$ cat config.mk
export PLATFORM = sky130hd
export DESIGN_NAME = fsli_top
export DESIGN_NICKNAME = d
export VERILOG_FILES = /design/src/design/fsli_pkg.sv /design/src/design/fsli_lamp_pattern.sv /design/src/design/fsli_link_lamp.sv /design/src/design/fsli_top.sv
export SDC_FILE = /design/constraint.sdc
export NUM_CORES = 1
export LEC_CHECK = 0
export BUFFER_PORTS_ARGS = -buffer_cell sky130_fd_sc_hd__buf_2
export CORE_MARGIN = 3
export CORE_UTILIZATION = 66
export DETAILED_ROUTE_END_ITERATION = 6
export PLACE_DENSITY_LB_ADDON = 0.08
export SLEW_MARGIN = 20
export SYNTH_ARGS = -nofsm -noshare
export SYNTH_HDL_FRONTEND = slang
export SYNTH_SLANG_ARGS = --single-unit
$ cat constraint.sdc
create_clock -name mclk -period 6.5 [get_ports mclk]
set_input_delay 1.3 -clock mclk [delete_from_list [all_inputs] [get_ports mclk]]
set_output_delay 1.3 -clock mclk [all_outputs]
set_load 0.01 [all_outputs]
$ cat src/design/fsli_pkg.sv
// Purpose: Shared constants and types for the fieldbus state and lamp logic.
// Assumes: A 20 MHz system clock; lamp timing runs from a millisecond tick.
// Notes:   Lamp times are in milliseconds, and the tick period is in cycles.
`default_nettype none

package fsli_pkg;

   ////////////////////////////////////////////////////////////////////////////
   // Clock rate and millisecond tick
   localparam int CLK_HZ = 20_000_000;
   localparam int MS_PER_S = 1000;
   localparam int TICKS_PER_MS = CLK_HZ / MS_PER_S;
   localparam int TICK_W = 15;

   ////////////////////////////////////////////////////////////////////////////
   // Lamp timing in milliseconds
   localparam int BLINK_MS = 200;
   localparam int LONG_OFF_MS = 1000;
   localparam int FLICKER_MS = 50;
   localparam int ACT_HOLD_MS = 100;
   localparam int MSCNT_W = 10;

   ////////////////////////////////////////////////////////////////////////////
   // Communication states and lamp patterns
   typedef enum logic [2:0] {
      ST_INIT = 3'b001,
      ST_PREOP = 3'b010,
      ST_BOOT = 3'b011,
      ST_SAFEOP = 3'b100,
      ST_OP = 3'b101
   } fsli_state_t;

   typedef enum logic [2:0] {
      PAT_OFF = 3'b000,
      PAT_ON = 3'b001,
      PAT_BLINK = 3'b010,
      PAT_SINGLE = 3'b011,
      PAT_DOUBLE = 3'b100
   } fsli_pat_t;

   localparam fsli_state_t RESET_STATE = ST_INIT;
   localparam fsli_pat_t RESET_PAT = PAT_OFF;

endpackage

`default_nettype wire

$ cat src/design/fsli_lamp_pattern.sv
// Purpose: Turns a lamp pattern code into an on/off lamp drive.
// Assumes: ms_tick is a one-cycle pulse once per millisecond.
// Notes:   A change of pattern restarts the sequence at its first on phase.
`default_nettype none

module fsli_lamp_pattern (
   input wire logic mclk,
   input wire logic sys_rst,
   input wire logic ms_tick,
   input wire fsli_pkg::fsli_pat_t pat,
   output var logic lamp
);
   import fsli_pkg::*;

   typedef struct packed {
      fsli_pat_t pat_q;
      logic [1:0] phase_q;
      logic [MSCNT_W-1:0] cnt_q;
      logic lamp_q;
   } fsli_lp_t;

   fsli_lp_t s_q;
   fsli_lp_t s_d;

   ////////////////////////////////////////////////////////////////////////////
   // Phase tables

   function automatic logic [MSCNT_W-1:0] phase_len(input fsli_pat_t p,
                                                    input logic [1:0] ph);
      logic [MSCNT_W-1:0] len;
      len = MSCNT_W'(BLINK_MS);
      if (p == PAT_SINGLE && ph == 2'h1) begin
         len = MSCNT_W'(LONG_OFF_MS);
      end else if (p == PAT_DOUBLE && ph == 2'h3) begin
         len = MSCNT_W'(LONG_OFF_MS);
      end
      return len;
   endfunction

   function automatic logic [1:0] last_phase(input fsli_pat_t p);
      logic [1:0] lp;
      lp = 2'h0;
      if (p == PAT_BLINK || p == PAT_SINGLE) begin
         lp = 2'h1;
      end else if (p == PAT_DOUBLE) begin
         lp = 2'h3;
      end
      return lp;
   endfunction

   ////////////////////////////////////////////////////////////////////////////
   // Sequencer

   always_comb begin
      s_d = s_q;
      if (pat != s_q.pat_q) begin
         s_d.pat_q = pat;
         s_d.phase_q = 2'h0;
         s_d.cnt_q = '0;
      end else if (ms_tick) begin
         if (MSCNT_W'(s_q.cnt_q + 1'b1) >= phase_len(s_q.pat_q, s_q.phase_q))
         begin
            s_d.cnt_q = '0;
            if (s_q.phase_q == last_phase(s_q.pat_q)) begin
               s_d.phase_q = 2'h0;
            end else begin
               s_d.phase_q = 2'(s_q.phase_q + 1'b1);
            end
         end else begin
            s_d.cnt_q = MSCNT_W'(s_q.cnt_q + 1'b1);
         end
      end
      // Even phases are lit, odd ones dark
      case (s_d.pat_q)
         PAT_OFF: s_d.lamp_q = 1'b0;
         PAT_ON: s_d.lamp_q = 1'b1;
         default: s_d.lamp_q = ~s_d.phase_q[0];
      endcase
   end

   always_ff @(posedge mclk) begin
      if (sys_rst) begin
         s_q <= '{pat_q: RESET_PAT, phase_q: 2'h0, cnt_q: '0, lamp_q: 1'b0};
      end else begin
         s_q <= s_d;
      end
   end

   assign lamp = s_q.lamp_q;

   ////////////////////////////////////////////////////////////////////////////
   // Checks

   phase_bound_a: assert property (@(posedge mclk) disable iff (sys_rst)
      s_q.cnt_q < phase_len(s_q.pat_q, s_q.phase_q))
      else $error("lamp phase counter past its phase length");

endmodule

`default_nettype wire

$ cat src/design/fsli_link_lamp.sv
// Purpose: Drives one port link/activity lamp.
// Assumes: link_act pulses once per frame seen on the port.
// Notes:   Activity is stretched so short bursts still flicker visibly.
`default_nettype none

module fsli_link_lamp (
   input wire logic mclk,
   input wire logic sys_rst,
   input wire logic ms_tick,
   input wire logic link_up,
   input wire logic link_act,
   output var logic lamp
);
   import fsli_pkg::*;

   typedef struct packed {
      logic [MSCNT_W-1:0] hold_q;
      logic [MSCNT_W-1:0] fcnt_q;
      logic flick_q;
      logic lamp_q;
   } fsli_ll_t;

   fsli_ll_t s_q;
   fsli_ll_t s_d;

   always_comb begin
      s_d = s_q;
      if (link_act) begin
         s_d.hold_q = MSCNT_W'(ACT_HOLD_MS);
      end else if (ms_tick && s_q.hold_q != '0) begin
         s_d.hold_q = MSCNT_W'(s_q.hold_q - 1'b1);
      end
      if (ms_tick) begin
         if (MSCNT_W'(s_q.fcnt_q + 1'b1) >= MSCNT_W'(FLICKER_MS)) begin
            s_d.fcnt_q = '0;
            s_d.flick_q = ~s_q.flick_q;
         end else begin
            s_d.fcnt_q = MSCNT_W'(s_q.fcnt_q + 1'b1);
         end
      end
      if (!link_up) begin
         s_d.lamp_q = 1'b0;
      end else if (s_d.hold_q != '0) begin
         s_d.lamp_q = s_d.flick_q;
      end else begin
         s_d.lamp_q = 1'b1;
      end
   end

   always_ff @(posedge mclk) begin
      if (sys_rst) begin
         s_q <= '{hold_q: '0, fcnt_q: '0, flick_q: 1'b0, lamp_q: 1'b0};
      end else begin
         s_q <= s_d;
      end
   end

   assign lamp = s_q.lamp_q;

   no_link_a: assert property (@(posedge mclk) disable iff (sys_rst)
      !link_up |=> !lamp)
      else $error("link lamp lit with no link");

   idle_steady_a: assert property (@(posedge mclk) disable iff (sys_rst)
      (link_up && s_q.hold_q == '0 && !link_act) |=> lamp)
      else $error("link lamp not steady on idle link");

endmodule

`default_nettype wire

$ cat src/design/fsli_top.sv
// Purpose: Communication state machine and status lamps of the fieldbus port.
// Assumes: Master requests arrive as one-cycle pulses with a target state.
// Notes:   All lamp timing runs off one shared millisecond tick.
`default_nettype none

module fsli_top #(
   parameter int MS_CYCLES = fsli_pkg::TICKS_PER_MS
) (
   input wire logic mclk,
   input wire logic sys_rst,
   input wire logic cmd_valid,
   input wire logic [2:0] cmd_state,
   input wire logic setting_reject,
   input wire logic in_link_up,
   input wire logic in_link_act,
   input wire logic out_link_up,
   input wire logic out_link_act,
   input wire logic clock_sync_lock_err,
   input wire logic sm_wdog_err,
   input wire logic servo_alarm,
   output fsli_pkg::fsli_state_t comm_state,
   output logic cmd_done,
   output logic cmd_refused,
   output logic comm_reinit,
   output logic mbx_en,
   output logic foe_en,
   output logic pdo_tx_en,
   output logic pdo_rx_en,
   output logic in_port_link_lamp,
   output logic out_port_link_lamp,
   output logic run_lamp,
   output logic err_lamp
);
   import fsli_pkg::*;

   typedef struct packed {
      logic [TICK_W-1:0] tick_cnt_q;
      logic ms_tick_q;
      fsli_state_t st_q;
      logic done_q;
      logic refused_q;
      logic reinit_q;
      logic mbx_q;
      logic foe_q;
      logic pdo_tx_q;
      logic pdo_rx_q;
      logic bad_cmd_q;
      fsli_pat_t run_pat_q;
      fsli_pat_t err_pat_q;
   } fsli_top_t;

   fsli_top_t s_q;
   fsli_top_t s_d;

   ////////////////////////////////////////////////////////////////////////////
   // Decoding helpers

   function automatic logic req_allowed(input fsli_state_t cur,
                                        input logic [2:0] req);
      logic ok;
      ok = 1'b0;
      case (req)
         ST_INIT: ok = 1'b1;
         ST_BOOT: ok = (cur == ST_INIT) || (cur == ST_BOOT);
         ST_PREOP: ok = (cur != ST_BOOT);
         ST_SAFEOP: ok = (cur == ST_PREOP) || (cur == ST_SAFEOP) ||
                         (cur == ST_OP);
         ST_OP: ok = (cur == ST_SAFEOP) || (cur == ST_OP);
         default: ok = 1'b0;
      endcase
      return ok;
   endfunction

   // Traffic gates per state: {mailbox, file access, pdo tx, pdo rx}
   function automatic logic [3:0] traffic(input fsli_state_t st);
      logic [3:0] t;
      case (st)
         ST_BOOT: t = 4'h4;
         ST_INIT: t = 4'h0;
         ST_PREOP: t = 4'hc;
         ST_SAFEOP: t = 4'he;
         ST_OP: t = 4'hf;
         default: t = 4'h0;
      endcase
      return t;
   endfunction

   function automatic fsli_pat_t run_pattern(input fsli_state_t st);
      fsli_pat_t p;
      case (st)
         ST_PREOP: p = PAT_BLINK;
         ST_SAFEOP: p = PAT_SINGLE;
         ST_OP: p = PAT_ON;
         default: p = PAT_OFF;
      endcase
      return p;
   endfunction

   ////////////////////////////////////////////////////////////////////////////
   // Next state

   always_comb begin
      s_d = s_q;
      s_d.done_q = 1'b0;
      s_d.refused_q = 1'b0;
      s_d.reinit_q = 1'b0;

      // Free-running millisecond tick shared by all lamps
      if (s_q.tick_cnt_q >= TICK_W'(MS_CYCLES - 1)) begin
         s_d.tick_cnt_q = '0;
         s_d.ms_tick_q = 1'b1;
      end else begin
         s_d.tick_cnt_q = TICK_W'(s_q.tick_cnt_q + 1'b1);
         s_d.ms_tick_q = 1'b0;
      end

      if (cmd_valid) begin
         if (req_allowed(s_q.st_q, cmd_state)) begin
            s_d.st_q = fsli_state_t'(cmd_state);
            s_d.done_q = 1'b1;
            s_d.reinit_q = (cmd_state == ST_INIT) && (s_q.st_q != ST_INIT);
         end else begin
            s_d.refused_q = 1'b1;
         end
      end

      // sticky invalid request flag
      // Cleared by a good request, but a setting rejection in the same cycle wins
      if (s_d.done_q) begin
         s_d.bad_cmd_q = 1'b0;
      end
      if (s_d.refused_q || setting_reject) begin
         s_d.bad_cmd_q = 1'b1;
      end

      {s_d.mbx_q, s_d.foe_q, s_d.pdo_tx_q, s_d.pdo_rx_q} = traffic(s_d.st_q);

      s_d.run_pat_q = run_pattern(s_d.st_q);

      if (servo_alarm) begin
         s_d.err_pat_q = PAT_ON;
      end else if (sm_wdog_err) begin
         s_d.err_pat_q = PAT_DOUBLE;
      end else if (clock_sync_lock_err) begin
         s_d.err_pat_q = PAT_SINGLE;
      end else if (s_d.bad_cmd_q) begin
         s_d.err_pat_q = PAT_BLINK;
      end else begin
         s_d.err_pat_q = PAT_OFF;
      end
   end

   ////////////////////////////////////////////////////////////////////////////
   // State register

   // Reset lands in init with all traffic closed
   always_ff @(posedge mclk) begin
      if (sys_rst) begin
         s_q <= '{tick_cnt_q: '0, ms_tick_q: 1'b0, st_q: RESET_STATE,
                  done_q: 1'b0, refused_q: 1'b0, reinit_q: 1'b0,
                  mbx_q: 1'b0, foe_q: 1'b0, pdo_tx_q: 1'b0, pdo_rx_q: 1'b0,
                  bad_cmd_q: 1'b0, run_pat_q: RESET_PAT,
                  err_pat_q: RESET_PAT};
      end else begin
         s_q <= s_d;
      end
   end

   // Outputs straight from the state register
   assign comm_state = s_q.st_q;
   assign cmd_done = s_q.done_q;
   assign cmd_refused = s_q.refused_q;
   assign comm_reinit = s_q.reinit_q;
   assign mbx_en = s_q.mbx_q;
   assign foe_en = s_q.foe_q;
   assign pdo_tx_en = s_q.pdo_tx_q;
   assign pdo_rx_en = s_q.pdo_rx_q;

   ////////////////////////////////////////////////////////////////////////////
   // Lamp drivers

   fsli_link_lamp u_in_lamp (
      .mclk(mclk),
      .sys_rst(sys_rst),
      .ms_tick(s_q.ms_tick_q),
      .link_up(in_link_up),
      .link_act(in_link_act),
      .lamp(in_port_link_lamp)
   );

   fsli_link_lamp u_out_lamp (
      .mclk(mclk),
      .sys_rst(sys_rst),
      .ms_tick(s_q.ms_tick_q),
      .link_up(out_link_up),
      .link_act(out_link_act),
      .lamp(out_port_link_lamp)
   );

   fsli_lamp_pattern u_run_lamp (
      .mclk(mclk),
      .sys_rst(sys_rst),
      .ms_tick(s_q.ms_tick_q),
      .pat(s_q.run_pat_q),
      .lamp(run_lamp)
   );

   fsli_lamp_pattern u_err_lamp (
      .mclk(mclk),
      .sys_rst(sys_rst),
      .ms_tick(s_q.ms_tick_q),
      .pat(s_q.err_pat_q),
      .lamp(err_lamp)
   );

   ////////////////////////////////////////////////////////////////////////////
   // Checks

   master_only_a: assert property (@(posedge mclk) disable iff (sys_rst)
      !$stable(comm_state) |-> $past(cmd_valid))
      else $error("state changed without a master request");

   boot_gate_a: assert property (@(posedge mclk) disable iff (sys_rst)
      (cmd_valid && cmd_state == ST_BOOT && comm_state != ST_INIT &&
       comm_state != ST_BOOT)
      |=> cmd_refused && comm_state == $past(comm_state))
      else $error("boot entered from a state other than init");

   boot_traffic_a: assert property (@(posedge mclk) disable iff (sys_rst)
      comm_state == ST_BOOT
      |-> foe_en && !mbx_en && !pdo_tx_en && !pdo_rx_en)
      else $error("wrong traffic gates in boot");

   init_block_a: assert property (@(posedge mclk) disable iff (sys_rst)
      comm_state == ST_INIT
      |-> !foe_en && !mbx_en && !pdo_tx_en && !pdo_rx_en)
      else $error("traffic open in init");

   reinit_pulse_a: assert property (@(posedge mclk) disable iff (sys_rst)
      (cmd_valid && cmd_state == ST_INIT && comm_state != ST_INIT)
      |=> comm_reinit ##1 !comm_reinit)
      else $error("reinit pulse missing or too long");

   preop_gate_a: assert property (@(posedge mclk) disable iff (sys_rst)
      comm_state == ST_PREOP |-> mbx_en && !pdo_tx_en && !pdo_rx_en)
      else $error("wrong traffic gates in pre-operational");

   safeop_gate_a: assert property (@(posedge mclk) disable iff (sys_rst)
      comm_state == ST_SAFEOP |-> mbx_en && pdo_tx_en && !pdo_rx_en)
      else $error("wrong traffic gates in safe-operational");

   op_gate_a: assert property (@(posedge mclk) disable iff (sys_rst)
      comm_state == ST_OP |-> mbx_en && pdo_tx_en && pdo_rx_en)
      else $error("wrong traffic gates in operational");

   run_pattern_a: assert property (@(posedge mclk) disable iff (sys_rst)
      (comm_state == ST_OP |-> s_q.run_pat_q == PAT_ON) and
      (comm_state == ST_INIT |-> s_q.run_pat_q == PAT_OFF))
      else $error("run lamp pattern does not match state");

   refuse_blink_a: assert property (@(posedge mclk) disable iff (sys_rst)
      cmd_refused |-> s_q.err_pat_q == PAT_BLINK ||
      $past(servo_alarm || sm_wdog_err || clock_sync_lock_err))
      else $error("refused request not shown on error lamp");

   alarm_lamp_a: assert property (@(posedge mclk) disable iff (sys_rst)
      servo_alarm ##1 servo_alarm |=> err_lamp)
      else $error("error lamp dark during servo alarm");

   err_order_a: assert property (@(posedge mclk) disable iff (sys_rst)
      (sm_wdog_err && !servo_alarm) |=> s_q.err_pat_q == PAT_DOUBLE)
      else $error("watchdog error not given priority");

   err_quiet_a: assert property (@(posedge mclk) disable iff (sys_rst)
      (s_q.err_pat_q == PAT_OFF) ##1 (s_q.err_pat_q == PAT_OFF)
      |-> !err_lamp)
      else $error("error lamp lit with no error pending");

   reach_op_c: cover property (@(posedge mclk) disable iff (sys_rst)
      comm_state == ST_SAFEOP ##1 comm_state == ST_OP);

   reach_boot_c: cover property (@(posedge mclk) disable iff (sys_rst)
      comm_state == ST_INIT ##1 comm_state == ST_BOOT);

   refused_c: cover property (@(posedge mclk) disable iff (sys_rst)
      cmd_refused);

   wdog_flash_c: cover property (@(posedge mclk) disable iff (sys_rst)
      s_q.err_pat_q == PAT_DOUBLE && err_lamp);

endmodule

`default_nettype wire

==> out/results.txt <==
Status = completed
Worst Clk Skew = 0.0129 ns
Primary FF master, synth = dfxtp_1
Max-Cap Viols = 0
Cts bufs inserted = 9
Routed vias = 4930
Yosys reg bits = 107
Slew headroom = 35.0%
Post-DP HPWL = 8250 um
Leak = 2.30 nW
Number of synthesized flops with an enable pin = 0
CTS-repair resized insts = 0
Final GP Congestion = 0.874
Number of global-route vias before repair = 4664
Clock sinks = 107
Tcrit/Tclk final = 43.6%
Final Critical Period = 2.84 ns
Fin nets = 730
Fmax = 353 MHz
Hold Vio Cnt, Final = 0
Area growth syn-to-layout = 6.01%
CTS tree = built
Placed cell area = 5830 sq um
Post-Synth Adder-Cell Area = 3.74%
Post-synth ARST share = 0%
Yosys cell types = 80
Critical Path RT = 6.80 ns
Synth Area in Compound Gates = 17.8%
Largest family of logic cells by synthesized area = simple AND/OR/NAND/NOR gates
Wire per inst = 14.5 um
Clock latency on the worst-skew pair = 0.37 ns
Row Count = 33
RSZ-0062 raised after global routing = false
Final wirelength = 11700 um
Critical Path AT = 3.13 ns
First-pass GRT wire length = 20800 um
Commonest non-fill, non-tap cells in the layout = 107 x dfxtp_1, 74 x nor2_1, 60 x nand2_1, 49 x a21oi_1, 37 x nand3_1
Router iterations before antenna repair = 5
Die span in x = 98.8 um
Final non-filler cell area = 6030 sq um
Class of the worst hold path = register to register
Power, Total = 1.13 mW
Non-Filler Instances = 809
Synth Area per Inst = 8.23 sq um
Antenna viol nets, final = 0
Share of layout cells above drive strength 1 = 10.4%
CTS Buffer Depth = 2
Largest net degree at the start of global routing = 45
IO Pins = 28
DR vias/cell = 6.09
# hold bufs at CTS = 0
Initial antenna violation count = 0
Max IR drop VDD = 0.000136 V
CTS clk-pin slew, worst paths = 0.10 ns
Sequential element share of the synthesized area = 37.7%
YS warnings = 0
Synth Area in XOR/XNOR = 5.39%
Worst slew pin tran = 0.967 ns
Htree depth = 3
Simple-Gate Fraction of Synth Area = 29.6%
Final setup fails = 0
Starting Density = 68.5%
Mux share of post-synthesis cell area = 1.85%
# DRC = 0
Fillers = 671
Die ar. = 9760 sq um
Postcts setup bufs = 0
Die height = 98.8 um
Tot GR Track Use = 24.9%
Placed Cells = 793
Mapped Nets = 722
CP Launch Type = register
Synthesized instance count = 691
Total core area = 8300 sq um
CP Capture Type = register
Buffers added on ports = 27
Power Density = 187 nW/um^2
Commonest non-fill, non-tap cell in the layout = dfxtp_1
Final Max Slew Viols = 0
CP max FO = 10
Crit Path Category = register to register
Synthesized cell area = 5680 sq um
Setup TNS = 0 ns
CTS Root Cell = clkbuf_8
Iteration-0 DRC Markers = 258
Grt total ovfl = 0
N_diodes = 0
-- registers in the layout, indices dropped and copies added, names as in the netlist --
register,cells
u_err_lamp.s_q,15
cmd_refused,1
pdo_rx_en,1
u_err_lamp.lamp,1
s_q,22
u_out_lamp.s_q,21
comm_reinit,1
u_run_lamp.lamp,1
comm_state,3
cmd_done,1
u_in_lamp.s_q,21
mbx_en,1
u_in_lamp.lamp,1
foe_en,1
u_run_lamp.s_q,15
u_out_lamp.lamp,1
-- metrics by stage --
step           setup WS, ns  hold slack (ns)  util (%)
2_1_floorplan          3.84            0.430         -
3_3_place_gp           3.51            0.442      70.3
3_5_place_dp           3.40            0.464      70.3
4_1_cts                3.69            0.489      72.6
5_1_grt                3.41            0.515      72.6
6_report               3.66            0.483      72.6
-- layout make-up --
cell class                      instances  area [sq um]  share of cell area (%)
Multi-Input combinational cell        530          3320                    55.1
Sequential cell                       107          2140                    35.5
Timing Repair Buffer                   30           158                    2.62
Clock buffer                           11           151                    2.51
Tap cell                              105           131                    2.18
Inverter                               21          78.8                    1.31
Clock inverter                          5          43.8                   0.727
-- critical path: stages, from the launching register on --
cell       delay (ns)
dfxtp_1          0.53
ha_1             0.35
and3_1           0.28
nand4_1          0.13
a2111oi_2        0.31
o22ai_1          0.29
or2_1            0.33
or4_1            0.40
a21oi_1          0.15
-- where the power goes --
| part | total, mW | switching (mW) | leakage [nW] | internal (mW) |
|---|---|---|---|---|
| sequential | 0.675 | 0.0102 | 0.867 | 0.665 |
| combinational | 0.0640 | 0.0395 | 1.34 | 0.0246 |
| clock | 0.389 | 0.223 | 0.101 | 0.165 |
-- per-layer routing --
| layer | wire [um] | track usage, % | part of all wire, % |
|---|---|---|---|
| met3 | 387 | 4.60 | 3.3 |
| met5 | 0 | 0 | 0 |
| met1 | 5480 | 32.8 | 47 |
| met2 | 5650 | 40.9 | 48 |
| met4 | 216 | 9.35 | 1.8 |
-- synth_stat cells (5+ instances only) --
| library cell | count | area share [%] |
|---|---|---|
| dfxtp_1 | 107 | 38 |
| nor2_1 | 74 | 4.9 |
| nand2_1 | 60 | 4.0 |
| a21oi_1 | 49 | 4.3 |
| nand3_1 | 37 | 3.3 |
| o21ai_0 | 24 | 2.1 |
| clkbuf_1 | 21 | 1.4 |
| nor3_1 | 21 | 1.8 |
| inv_1 | 19 | 1.3 |
| xor2_1 | 18 | 2.8 |
| ha_1 | 17 | 3.7 |
| xnor2_1 | 17 | 2.6 |
| and2_1 | 16 | 1.8 |
| a31oi_1 | 13 | 1.4 |
| and3_1 | 13 | 1.4 |
| nor2b_1 | 13 | 1.4 |
| or3_1 | 11 | 1.2 |
| mux2i_1 | 9 | 1.6 |
| nand4_1 | 9 | 0.99 |
| nor3b_1 | 8 | 1.1 |
| a21o_1 | 7 | 0.92 |
| nand3b_1 | 7 | 0.92 |
| o22ai_1 | 7 | 0.77 |
| or2_2 | 7 | 0.77 |
| nor4_1 | 6 | 0.66 |
| o31ai_1 | 5 | 0.66 |
| or4_1 | 5 | 0.66 |
-- path summary, 6_finish.rpt --
check	from	endpoint	slack (ns)	cells past startpoint
hold reg to reg	s_q[18]	s_q[18]	0.48	1
setup reg to reg	u_in_lamp.s_q[2]	u_in_lamp.s_q[7]	3.66	8
hold / removal	s_q[18]	s_q[18]	0.48	1
setup / recovery	u_in_lamp.s_q[2]	u_in_lamp.s_q[7]	3.66	8
-- logic make-up after synthesis --
kind of cell,after synthesis
AOI/OAI and AO/OA,151
xor gates and xnor gates,35
adders and majority gates,17
buffers and inverters,54
DFF,107
muxes,10
other,1
and+or+nand+nor,316
No activity file was read; power rests on OpenSTA's default activity.
